### config.mk
export PLATFORM = sky130hd
export DESIGN_NAME = usbtc_top
export DESIGN_NICKNAME = d
export VERILOG_FILES = /design/src/hw/usbtc_pkg.sv /design/src/hw/usbtc_term_dec.sv /design/src/hw/usbtc_top.sv
export SDC_FILE = /design/constraint.sdc
export NUM_CORES = 1
export LEC_CHECK = 0
export BUFFER_PORTS_ARGS = -buffer_cell sky130_fd_sc_hd__buf_2
export CAP_MARGIN = 15
export CELL_PAD_IN_SITES_DETAIL_PLACEMENT = 1
export CELL_PAD_IN_SITES_GLOBAL_PLACEMENT = 2
export CORE_MARGIN = 1
export CORE_UTILIZATION = 26
export CTS_CLUSTER_DIAMETER = 150
export DETAILED_ROUTE_END_ITERATION = 10
export PLACE_DENSITY = 0.82
export SYNTH_ARGS = -nofsm -noshare
export SYNTH_HDL_FRONTEND = slang
export SYNTH_HIERARCHICAL = 1
export SYNTH_SLANG_ARGS = --single-unit
export TNS_END_PERCENT = 30
### constraint.sdc
create_clock -name clk_i -period 1.4 [get_ports clk_i]
set_input_delay 0.07 -clock clk_i [delete_from_list [all_inputs] [get_ports clk_i]]
set_output_delay 0.07 -clock clk_i [all_outputs]
set_load 0.05 [all_outputs]
### src/hw/usbtc_pkg.sv
/*
  Shared constants and carrier types for the termination and line control block.
  Assumes a single 200 MHz clock and link control fields already held stable by the caller.
*/
package usbtc_pkg;

  // ==========================================================
  // Field encodings
  localparam logic [1:0] XS_HIGH_SPEED = 2'h0; // Select code for HS path
  localparam logic [1:0] OM_NORMAL = 2'h0; // Normal operation
  localparam logic [1:0] OM_NON_DRIVE = 2'h1; // Drivers off
  localparam logic [1:0] OM_RAW = 2'h2; // No stuffing, no NRZI

  // ==========================================================
  // Widths and analog code defaults
  localparam int LEVEL_W = 4; // Width of level codes
  localparam int BOOST_W = 3; // Amplitude boost field
  localparam int SENS_W = 2; // Squelch sensitivity field
  localparam logic [LEVEL_W-1:0] AMP_BASE = 4'h8; // Unboosted amplitude code
  localparam logic [LEVEL_W-1:0] SQ_BASE = 4'h8; // Nominal squelch code

  // ==========================================================
  // Serializer constants
  localparam logic [2:0] STUFF_RUN = 3'h6; // Ones before a stuffed zero
  localparam logic [2:0] LAST_BIT = 3'h7; // Index of final byte bit
  localparam logic [2:0] ZERO3 = 3'h0; // Counter clear value
  localparam logic [2:0] ONE3 = 3'h1; // Counter step
  localparam logic IDLE_LEVEL = 1'b1; // J level on an idle line
  localparam logic [1:0] SE0_STATE = 2'h0; // Line state after reset

  // ==========================================================
  // Carrier types
  typedef struct packed {
    logic [1:0] transceiver_speed_select; // Speed select
    logic termination_select; // Termination select
    logic [1:0] operating_mode_field; // Operating mode
    logic plus_line_low_pull_request; // Plus pull-down request
    logic minus_line_low_pull_request; // Minus pull-down request
  } usbtc_ctrl_s;

  typedef struct packed {
    logic [BOOST_W-1:0] tx_amplitude_boost; // Amplitude step
    logic [SENS_W-1:0] squelch_sensitivity; // Squelch step down
  } usbtc_comp_s;

  typedef struct packed {
    logic plus_line_high_res_on; // Plus 1.5k pull-up
    logic minus_line_high_res_on; // Minus 1.5k pull-up
    logic plus_line_low_res_on; // Plus 15k pull-down
    logic minus_line_low_res_on; // Minus 15k pull-down
    logic fast_termination_on; // 45 ohm on both lines
  } usbtc_term_s;

  localparam usbtc_term_s TERM_OFF = 5'h00; // Every resistor off
  localparam usbtc_term_s TERM_PD = 5'h06; // Both pull-downs
  localparam usbtc_term_s TERM_PD_HS = 5'h07; // Pull-downs and 45 ohm
  localparam usbtc_term_s TERM_PU_P = 5'h10; // Plus pull-up
  localparam usbtc_term_s TERM_PU_M = 5'h08; // Minus pull-up
  localparam usbtc_term_s TERM_HS = 5'h01; // 45 ohm only
  localparam usbtc_term_s TERM_PU_P_PD_M = 5'h12; // Plus up, minus down
  localparam usbtc_term_s TERM_PD_M_HS = 5'h03; // Minus down, 45 ohm
  localparam usbtc_term_s TERM_PD_M = 5'h02; // Minus down only
  localparam usbtc_term_s TERM_FALLBACK = TERM_PD; // Undefined combos

  typedef enum logic {TX_IDLE, TX_SHIFT} usbtc_tx_e;

endpackage

### src/hw/usbtc_term_dec.sv
/*
  Combinational decode of link control fields into resistor enables.
  Assumes the caller registers the result so that no glitch reaches a pin.
*/
`timescale 1ns/10ps
module usbtc_term_dec (
  input wire usbtc_pkg::usbtc_ctrl_s ctrl_i,
  output usbtc_pkg::usbtc_term_s term_o
);
  import usbtc_pkg::*;

  // ==========================================================
  // Table decode
  // Key order: select[1:0], term, mode[1:0], plus req, minus req
  always_comb begin
    term_o = TERM_FALLBACK; // Anything undefined
    if (ctrl_i.operating_mode_field == OM_NON_DRIVE) begin
      term_o = TERM_OFF; // Non-driving wins over all
    end else begin
      casez (ctrl_i)
        7'b01_0_00_11: term_o = TERM_PD; // Power-up
        7'b00_0_10_11: term_o = TERM_PD_HS; // Host chirp
        7'b00_0_00_11: term_o = TERM_PD_HS; // Host HS
        7'b?1_1_00_11: term_o = TERM_PD; // Host FS, suspend
        7'b01_1_10_11: term_o = TERM_PD; // Host resume
        7'b10_1_00_11: term_o = TERM_PD; // Host LS
        7'b10_1_10_11: term_o = TERM_PD; // Host LS resume
        7'b00_1_10_00: term_o = TERM_PU_P; // Peripheral chirp
        7'b00_0_00_00: term_o = TERM_HS; // Peripheral HS
        7'b01_1_00_00: term_o = TERM_PU_P; // Peripheral FS
        7'b01_1_10_00: term_o = TERM_PU_P; // Peripheral resume
        7'b10_1_00_00: term_o = TERM_PU_M; // Peripheral LS
        7'b10_1_10_00: term_o = TERM_PU_M; // Peripheral LS resume
        7'b00_0_10_00: term_o = TERM_HS; // Peripheral test J/K
        7'b00_1_10_01: term_o = TERM_PU_P_PD_M; // OTG chirp
        7'b00_0_00_01: term_o = TERM_PD_M_HS; // OTG HS
        7'b01_1_00_01: term_o = TERM_PU_P_PD_M; // OTG FS
        7'b01_1_10_01: term_o = TERM_PU_P_PD_M; // OTG resume
        7'b00_0_10_01: term_o = TERM_PD_M_HS; // OTG test J/K
        7'b01_0_00_01: term_o = TERM_PD_M; // Connect detect
        default: term_o = TERM_FALLBACK; // Undefined
      endcase
    end
  end

endmodule

### src/hw/usbtc_top.sv
/*
  Transceiver control: receive path select, squelch gating, line state,
  transmit encoder and serializer, amplitude and squelch trim, and the
  registered termination resistor enables.
  Assumes all inputs are synchronous to clk_i; analog receivers and
  drivers sit outside and see only these digital codes and enables.
*/
`timescale 1ns/10ps
module usbtc_top (
  input wire logic clk_i, // 200 MHz clock
  input wire logic srst_i, // Synchronous reset, active high
  input wire logic chip_reset_n_i, // Chip reset pin, active low
  input wire usbtc_pkg::usbtc_ctrl_s ctrl_i, // Link control fields
  input wire usbtc_pkg::usbtc_comp_s comp_i, // Compensation fields
  input wire logic hs_rx_bit_i, // HS differential receiver
  input wire logic fs_rx_bit_i, // FS/LS differential receiver
  input wire logic [usbtc_pkg::LEVEL_W-1:0] hs_rx_level_i, // HS amplitude
  input wire logic se_plus_i, // Plus-line single-ended rx
  input wire logic se_minus_i, // Minus-line single-ended rx
  input wire logic [7:0] tx_data_i, // Byte from link
  input wire logic tx_valid_i, // Byte offered
  output logic tx_ready_o, // Byte accepted when valid
  output usbtc_pkg::usbtc_term_s term_o, // Resistor enables
  output logic rx_bit_o, // Selected receive bit
  output logic squelch_open_o, // HS signal above threshold
  output logic [1:0] line_state_o, // {minus, plus}
  output logic [usbtc_pkg::LEVEL_W-1:0] sq_threshold_o, // Squelch code
  output logic [usbtc_pkg::LEVEL_W-1:0] hs_tx_level_o, // HS amplitude
  output logic hs_tx_bit_o, // HS transmit bit
  output logic hs_tx_oe_n_o, // HS driver enable, low drives
  output logic fs_tx_bit_o, // FS/LS transmit bit
  output logic fs_tx_oe_n_o // FS driver enable, low drives
);
  import usbtc_pkg::*;

  // ==========================================================
  // Mode decode
  logic hs_mode; // HS path selected
  logic raw_mode; // Stuffing and NRZI bypassed
  logic drivers_off; // Chip reset or non-driving mode
  usbtc_term_s term_nxt; // Decoded enables

  assign hs_mode = (ctrl_i.transceiver_speed_select == XS_HIGH_SPEED);
  assign raw_mode = (ctrl_i.operating_mode_field == OM_RAW);
  // Chip reset and non-driving mode both float the drivers
  assign drivers_off = !chip_reset_n_i ||
    (ctrl_i.operating_mode_field == OM_NON_DRIVE);

  // ==========================================================
  // Termination decode
  usbtc_term_dec u_term_dec (
    .ctrl_i(ctrl_i),
    .term_o(term_nxt)
  );

  // Registered so table transitions never glitch a resistor
  always_ff @(posedge clk_i) begin
    if (srst_i) begin
      term_o <= TERM_FALLBACK; // Safe pull-downs from reset
    end else if (!chip_reset_n_i) begin
      // Pull-ups and pull-downs still decoded; 45 ohm released
      term_o <= term_nxt;
      term_o.fast_termination_on <= 1'b0;
    end else begin
      term_o <= term_nxt; // One edge after a field change
    end
  end

  // ==========================================================
  // Squelch threshold and transmit amplitude
  // Threshold only moves down; a large step saturates at zero
  logic [LEVEL_W-1:0] sq_nxt; // Trimmed threshold
  logic [LEVEL_W-1:0] amp_nxt; // Boosted amplitude
  logic [LEVEL_W:0] amp_sum; // Sum with carry

  always_comb begin
    if (SQ_BASE > LEVEL_W'(comp_i.squelch_sensitivity)) begin
      sq_nxt = SQ_BASE - LEVEL_W'(comp_i.squelch_sensitivity);
    end else begin
      sq_nxt = '0; // Floor
    end
  end

  assign amp_sum = {1'b0, AMP_BASE} + (LEVEL_W+1)'(comp_i.tx_amplitude_boost);
  // Saturate rather than wrap so boost never shrinks the swing
  assign amp_nxt = amp_sum[LEVEL_W] ? '1 : amp_sum[LEVEL_W-1:0];

  // Trim codes registered for the analog side
  always_ff @(posedge clk_i) begin
    if (srst_i) begin
      sq_threshold_o <= SQ_BASE;
      hs_tx_level_o <= AMP_BASE;
    end else begin
      sq_threshold_o <= sq_nxt;
      hs_tx_level_o <= amp_nxt;
    end
  end

  // ==========================================================
  // Receive path
  logic sq_open_nxt; // Signal clears threshold

  // Compare against the live threshold, not the registered copy
  assign sq_open_nxt = (hs_rx_level_i > sq_nxt);

  // Squelch flag follows the detector in HS mode, held low otherwise
  always_ff @(posedge clk_i) begin
    if (srst_i) begin
      squelch_open_o <= 1'b0;
    end else begin
      squelch_open_o <= sq_open_nxt && hs_mode;
    end
  end

  // Receive multiplexer
  always_ff @(posedge clk_i) begin
    if (srst_i) begin
      rx_bit_o <= 1'b0;
    end else if (hs_mode) begin
      // Noise under threshold never reaches the receive logic
      rx_bit_o <= hs_rx_bit_i && sq_open_nxt;
    end else begin
      rx_bit_o <= fs_rx_bit_i; // FS/LS path
    end
  end

  // Line state from the single-ended receivers only
  always_ff @(posedge clk_i) begin
    if (srst_i) begin
      line_state_o <= SE0_STATE;
    end else begin
      line_state_o <= {se_minus_i, se_plus_i};
    end
  end

  // ==========================================================
  // Transmit serializer
  usbtc_tx_e tx_state_r; // Serializer state
  logic [7:0] shift_r; // Byte being sent, LSB first
  logic [2:0] bit_cnt_r; // Bit index in byte
  logic [2:0] ones_r; // Run of ones since last zero
  logic line_r; // Encoded line level
  logic raw_r; // Raw mode latched per byte
  logic take; // Byte handshake
  logic stuff_now; // Stuffed bit this cycle
  logic last_now; // Final data bit this cycle

  assign take = tx_valid_i && tx_ready_o;
  assign stuff_now = !raw_r && (ones_r == STUFF_RUN);
  assign last_now = !stuff_now && (bit_cnt_r == LAST_BIT);

  // State and handshake
  always_ff @(posedge clk_i) begin
    if (srst_i) begin
      tx_state_r <= TX_IDLE;
      tx_ready_o <= 1'b1;
    end else begin
      unique case (tx_state_r)
        TX_IDLE: begin
          if (take) begin
            tx_state_r <= TX_SHIFT;
            tx_ready_o <= 1'b0;
          end
        end
        TX_SHIFT: begin
          if (last_now) begin
            tx_state_r <= TX_IDLE;
            tx_ready_o <= 1'b1; // Next byte may follow at once
          end
        end
      endcase
    end
  end

  // Shift register and bit index
  always_ff @(posedge clk_i) begin
    if (srst_i) begin
      shift_r <= '0;
      bit_cnt_r <= ZERO3;
      raw_r <= 1'b0;
    end else if (take) begin
      shift_r <= tx_data_i; // Serialize
      bit_cnt_r <= ZERO3;
      raw_r <= raw_mode;
    end else if (tx_state_r == TX_SHIFT && !stuff_now) begin
      shift_r <= {1'b0, shift_r[7:1]}; // Hold during a stuffed bit
      bit_cnt_r <= bit_cnt_r + ONE3;
    end
  end

  // Bit stuffing run counter
  // Run carries across bytes so stuffing spans byte edges
  always_ff @(posedge clk_i) begin
    if (srst_i) begin
      ones_r <= ZERO3;
    end else if (tx_state_r == TX_SHIFT) begin
      if (stuff_now || !shift_r[0]) begin
        ones_r <= ZERO3;
      end else begin
        ones_r <= ones_r + ONE3;
      end
    end else if (!tx_valid_i) begin
      ones_r <= ZERO3; // Gap ends the packet
    end
  end

  // NRZI encoder: a zero toggles, a one holds
  always_ff @(posedge clk_i) begin
    if (srst_i) begin
      line_r <= IDLE_LEVEL;
    end else if (tx_state_r == TX_SHIFT) begin
      if (stuff_now) begin
        line_r <= !line_r; // Stuffed zero
      end else if (raw_r) begin
        line_r <= shift_r[0]; // Raw chirp or test pattern
      end else if (!shift_r[0]) begin
        line_r <= !line_r; // Encoded zero
      end
    end else if (!tx_valid_i) begin
      line_r <= IDLE_LEVEL; // Back to J between packets
    end
  end

  // ==========================================================
  // Transmitter drive
  logic tx_active; // Serializer busy
  logic line_on_r; // line_r holds a data or stuffed bit

  assign tx_active = (tx_state_r == TX_SHIFT);

  // Drive window trails the state by one edge so it frames line_r exactly;
  // keying it off the state directly would drop the last bit of every byte
  always_ff @(posedge clk_i) begin
    if (srst_i) begin
      line_on_r <= 1'b0;
    end else begin
      line_on_r <= tx_active;
    end
  end

  // HS transmitter: floated by chip reset or non-driving mode
  always_ff @(posedge clk_i) begin
    if (srst_i) begin
      hs_tx_bit_o <= IDLE_LEVEL;
      hs_tx_oe_n_o <= 1'b1;
    end else begin
      hs_tx_bit_o <= line_r;
      hs_tx_oe_n_o <= !(line_on_r && hs_mode) || drivers_off;
    end
  end

  // FS/LS transmitter
  always_ff @(posedge clk_i) begin
    if (srst_i) begin
      fs_tx_bit_o <= IDLE_LEVEL;
      fs_tx_oe_n_o <= 1'b1;
    end else begin
      fs_tx_bit_o <= line_r;
      fs_tx_oe_n_o <= !(line_on_r && !hs_mode) || drivers_off;
    end
  end

endmodule

==> results.cfg <==
[synth]
yosys.area.top_type = dfxtp_1
synth_area_leaders = dfxtp_1, ha_1, nor2b_1
netlist_area_sq_um = 1690
yosys_warnings = 6
synthArstFlopShare = 0
ys_seq_elements = 38
synthesis.nets = 222
avgSynthCellArea_sq_um = 9.35
synthCells = 181
synth_top_area_share = 0.450
yosysSeqAreaShare = 0.450
synth-edff-count = 0
synthFlopType = dfxtp_1
ys_types = 45

[final_layout]
diodes = 0
layout.nets = 287
fin_area_sq_um = 2220
syn_to_final_growth_pct = 31.4
multi_input_area_sq_um = 867
final_common_cell = buf_2
mostFrequentLayoutCells = buf_2, dfxtp_1, nand2_1
drive_above_1_share = 0.360
fin_cells = 324
fillCellCount = 771
regArea_sq_um = 763

[die]
initial_core_util = 0.268
fp.coreArea_sq_um = 6310
dieArea_sq_um = 6830
pin_count = 54
rows = 29
die_w_microns = 82.7
die_h_microns = 82.7

[timing]
final_hold_viol_count = 0
fin_crit_sh = 0.959
period_minus_slack_ps = 1340
hold_slack_ps = 15.3
setup_viol = 0
max_freq_ghz = 0.745
slew_viol_final = 0
rsz0062_at_grt = no
skew_ps = 4.95

[setup_path]
critPathTopFamily = compound AO/OA/AOI/OAI gates
worst_ep_required_time_ps = 1570
critPathKind = reg -> reg
cpPeakStageDelay_ps = 340
cp-end-kind = flop
critPathLaunchType = flop
reg2reg_to = tx_ready_o
crit_fanout = 7
rrSetupSlack_ps = 60
worst-path-buf-inv = 1
reg2regPathDepth = 5
cp.depth = 5
reg2reg_from = ones_r[0]
path_cells = inv_2 -> ha_4 -> nand3b_4 -> and2_4 -> a221o_1
worstSetupStartpoint = ones_r[0]
arrival_ps = 1520
slowest_stage = a221o_1

[grt]
grt_max_degree = 15
grt_overflow = 0
grt_pass1_vias = 1445
grt_usage = 0.128
antenna_found_initial = 0
grt_pass1_wl_mm = 6.49

[routing]
routed_via_density = 4.58
drt_iter0_markers = 58
route.met2.wl_mm = 1.94
drt-pass1-iter-count = 4
route.met3.wl_microns = 193
routed.top_layer = met4
antenna_left = 0
routedWlPerCell_microns = 12.2
vias = 1484
wl_met1_mm = 1.77
drc = 0
wl_mm = 3.96

[clock_tree]
path_clk_slew_ps = 70
clk_latency_ps = 290
clk_path_buf_depth = 2
cts_tree = done
post_cts_buffers = 0
numCtsBuffers = 5
cts_max_level = 2
cts-root-buf = clkbuf_8
cts.sinks = 38

[flow_run]
maxCapViolCount = 0

[worst_hold_path]
min-delay-start = comp_i[4]
worstHoldEndpoint = hs_tx_level_o[2]
hold_depth = 2
hold_class = in -> reg

[status]
status = finished, final reports clean

[placed_design]
dpl-instance-area_sq_um = 2060
gp_congestion = 0.732
placed_cells = 311
place_hpwl_mm = 2.88
portBuffers = 52

[power_and_ir_drop]
power_mw = 2.38
peakVddDrop_mv = 0.422
p_per_area_nw_per_um2 = 1070
leakage_nw = 1.03
-- worst max path at each step --
stage            endpoint
2_1_floorplan  shift_r[2]
3_3_place_gp     rx_bit_o
3_5_place_dp     rx_bit_o
4_1_cts            line_r
5_1_grt        tx_ready_o
6_report       tx_ready_o
-- kinds of logic after synthesis --
family / count (synthesis) / share of synthesized area
compound gates: 32 / 0.149
xor+xnor: 2 / 0.0104
fa+ha+maj: 9 / 0.0666
buf+inv: 18 / 0.0547
flops: 38 / 0.450
mux: 2 / 0.0118
other cells: 1 / 0.00222
simple gates: 79 / 0.255
-- power breakdown --
group	total (mW)	leakage (nW)	switching [mW]	internal, mW
sequential	1.17	0.313	0.0337	1.14
combinational	0.427	0.671	0.266	0.160
clock	0.782	0.0482	0.385	0.398
total	2.38	1.03	0.685	1.70
-- repair_timing --
action                                 4_1_cts  5_1_grt
pin swaps                                    0        0
setup endpoints to repair                    9       11
resized for setup                            3        4
hold buffers                                 4        0
endpoints found under the hold margin        4        0
cloned                                       1        0
-- sequential cells by signal, indices dropped and copies added (netlist names), 2 cells and up --
register	cells
shift_r	8
term_o	5
sq_threshold_o	4
bit_cnt_r	3
hs_tx_level_o	3
ones_r	3
line_state_o	2
-- stage by stage --
| step | setup TNS, ps | setup WS, ps | util |
|---|---|---|---|
| 2_1_floorplan | 0 | 36.8 | - |
| 3_3_place_gp | 0 | 29.1 | 0.327 |
| 3_5_place_dp | -29.9 | -29.9 | 0.327 |
| 4_1_cts | 0 | 22.7 | 0.350 |
| 5_1_grt | 0 | 13.8 | 0.352 |
| 6_report | 0 | 57.8 | 0.352 |
-- routing by layer --
metal  track usage  vias to the layer above
li1              -                      747
met1         0.148                      700
met2         0.224                       32
met3        0.0363                        5
met4        0.0466                        0
met5             0                        -
-- synth_stat cells (2+ instances only) --
cell	instances
inv_1	10
nor3_1	7
dfxtp_1	38
a311oi_1	3
nand3_1	2
buf_4	2
nand2b_1	3
ha_1	9
mux2i_1	2
nor2_1	15
a21oi_1	12
nor2b_1	13
nand3b_1	2
nand2_1	19
o21ai_0	3
or2_2	4
a311oi_2	4
nand2_2	3
clkbuf_1	3
nor4b_1	2
-- area by class of cell --
type,instances,share of cell area
clock inverter,1,0.00225
sequential,38,0.343
timing repair buffer,65,0.165
tap,77,0.0433
clock buffer,7,0.0388
multi-input combinational,126,0.390
inverter,10,0.0169
Note: power is estimated with default switching activity, not from simulation.
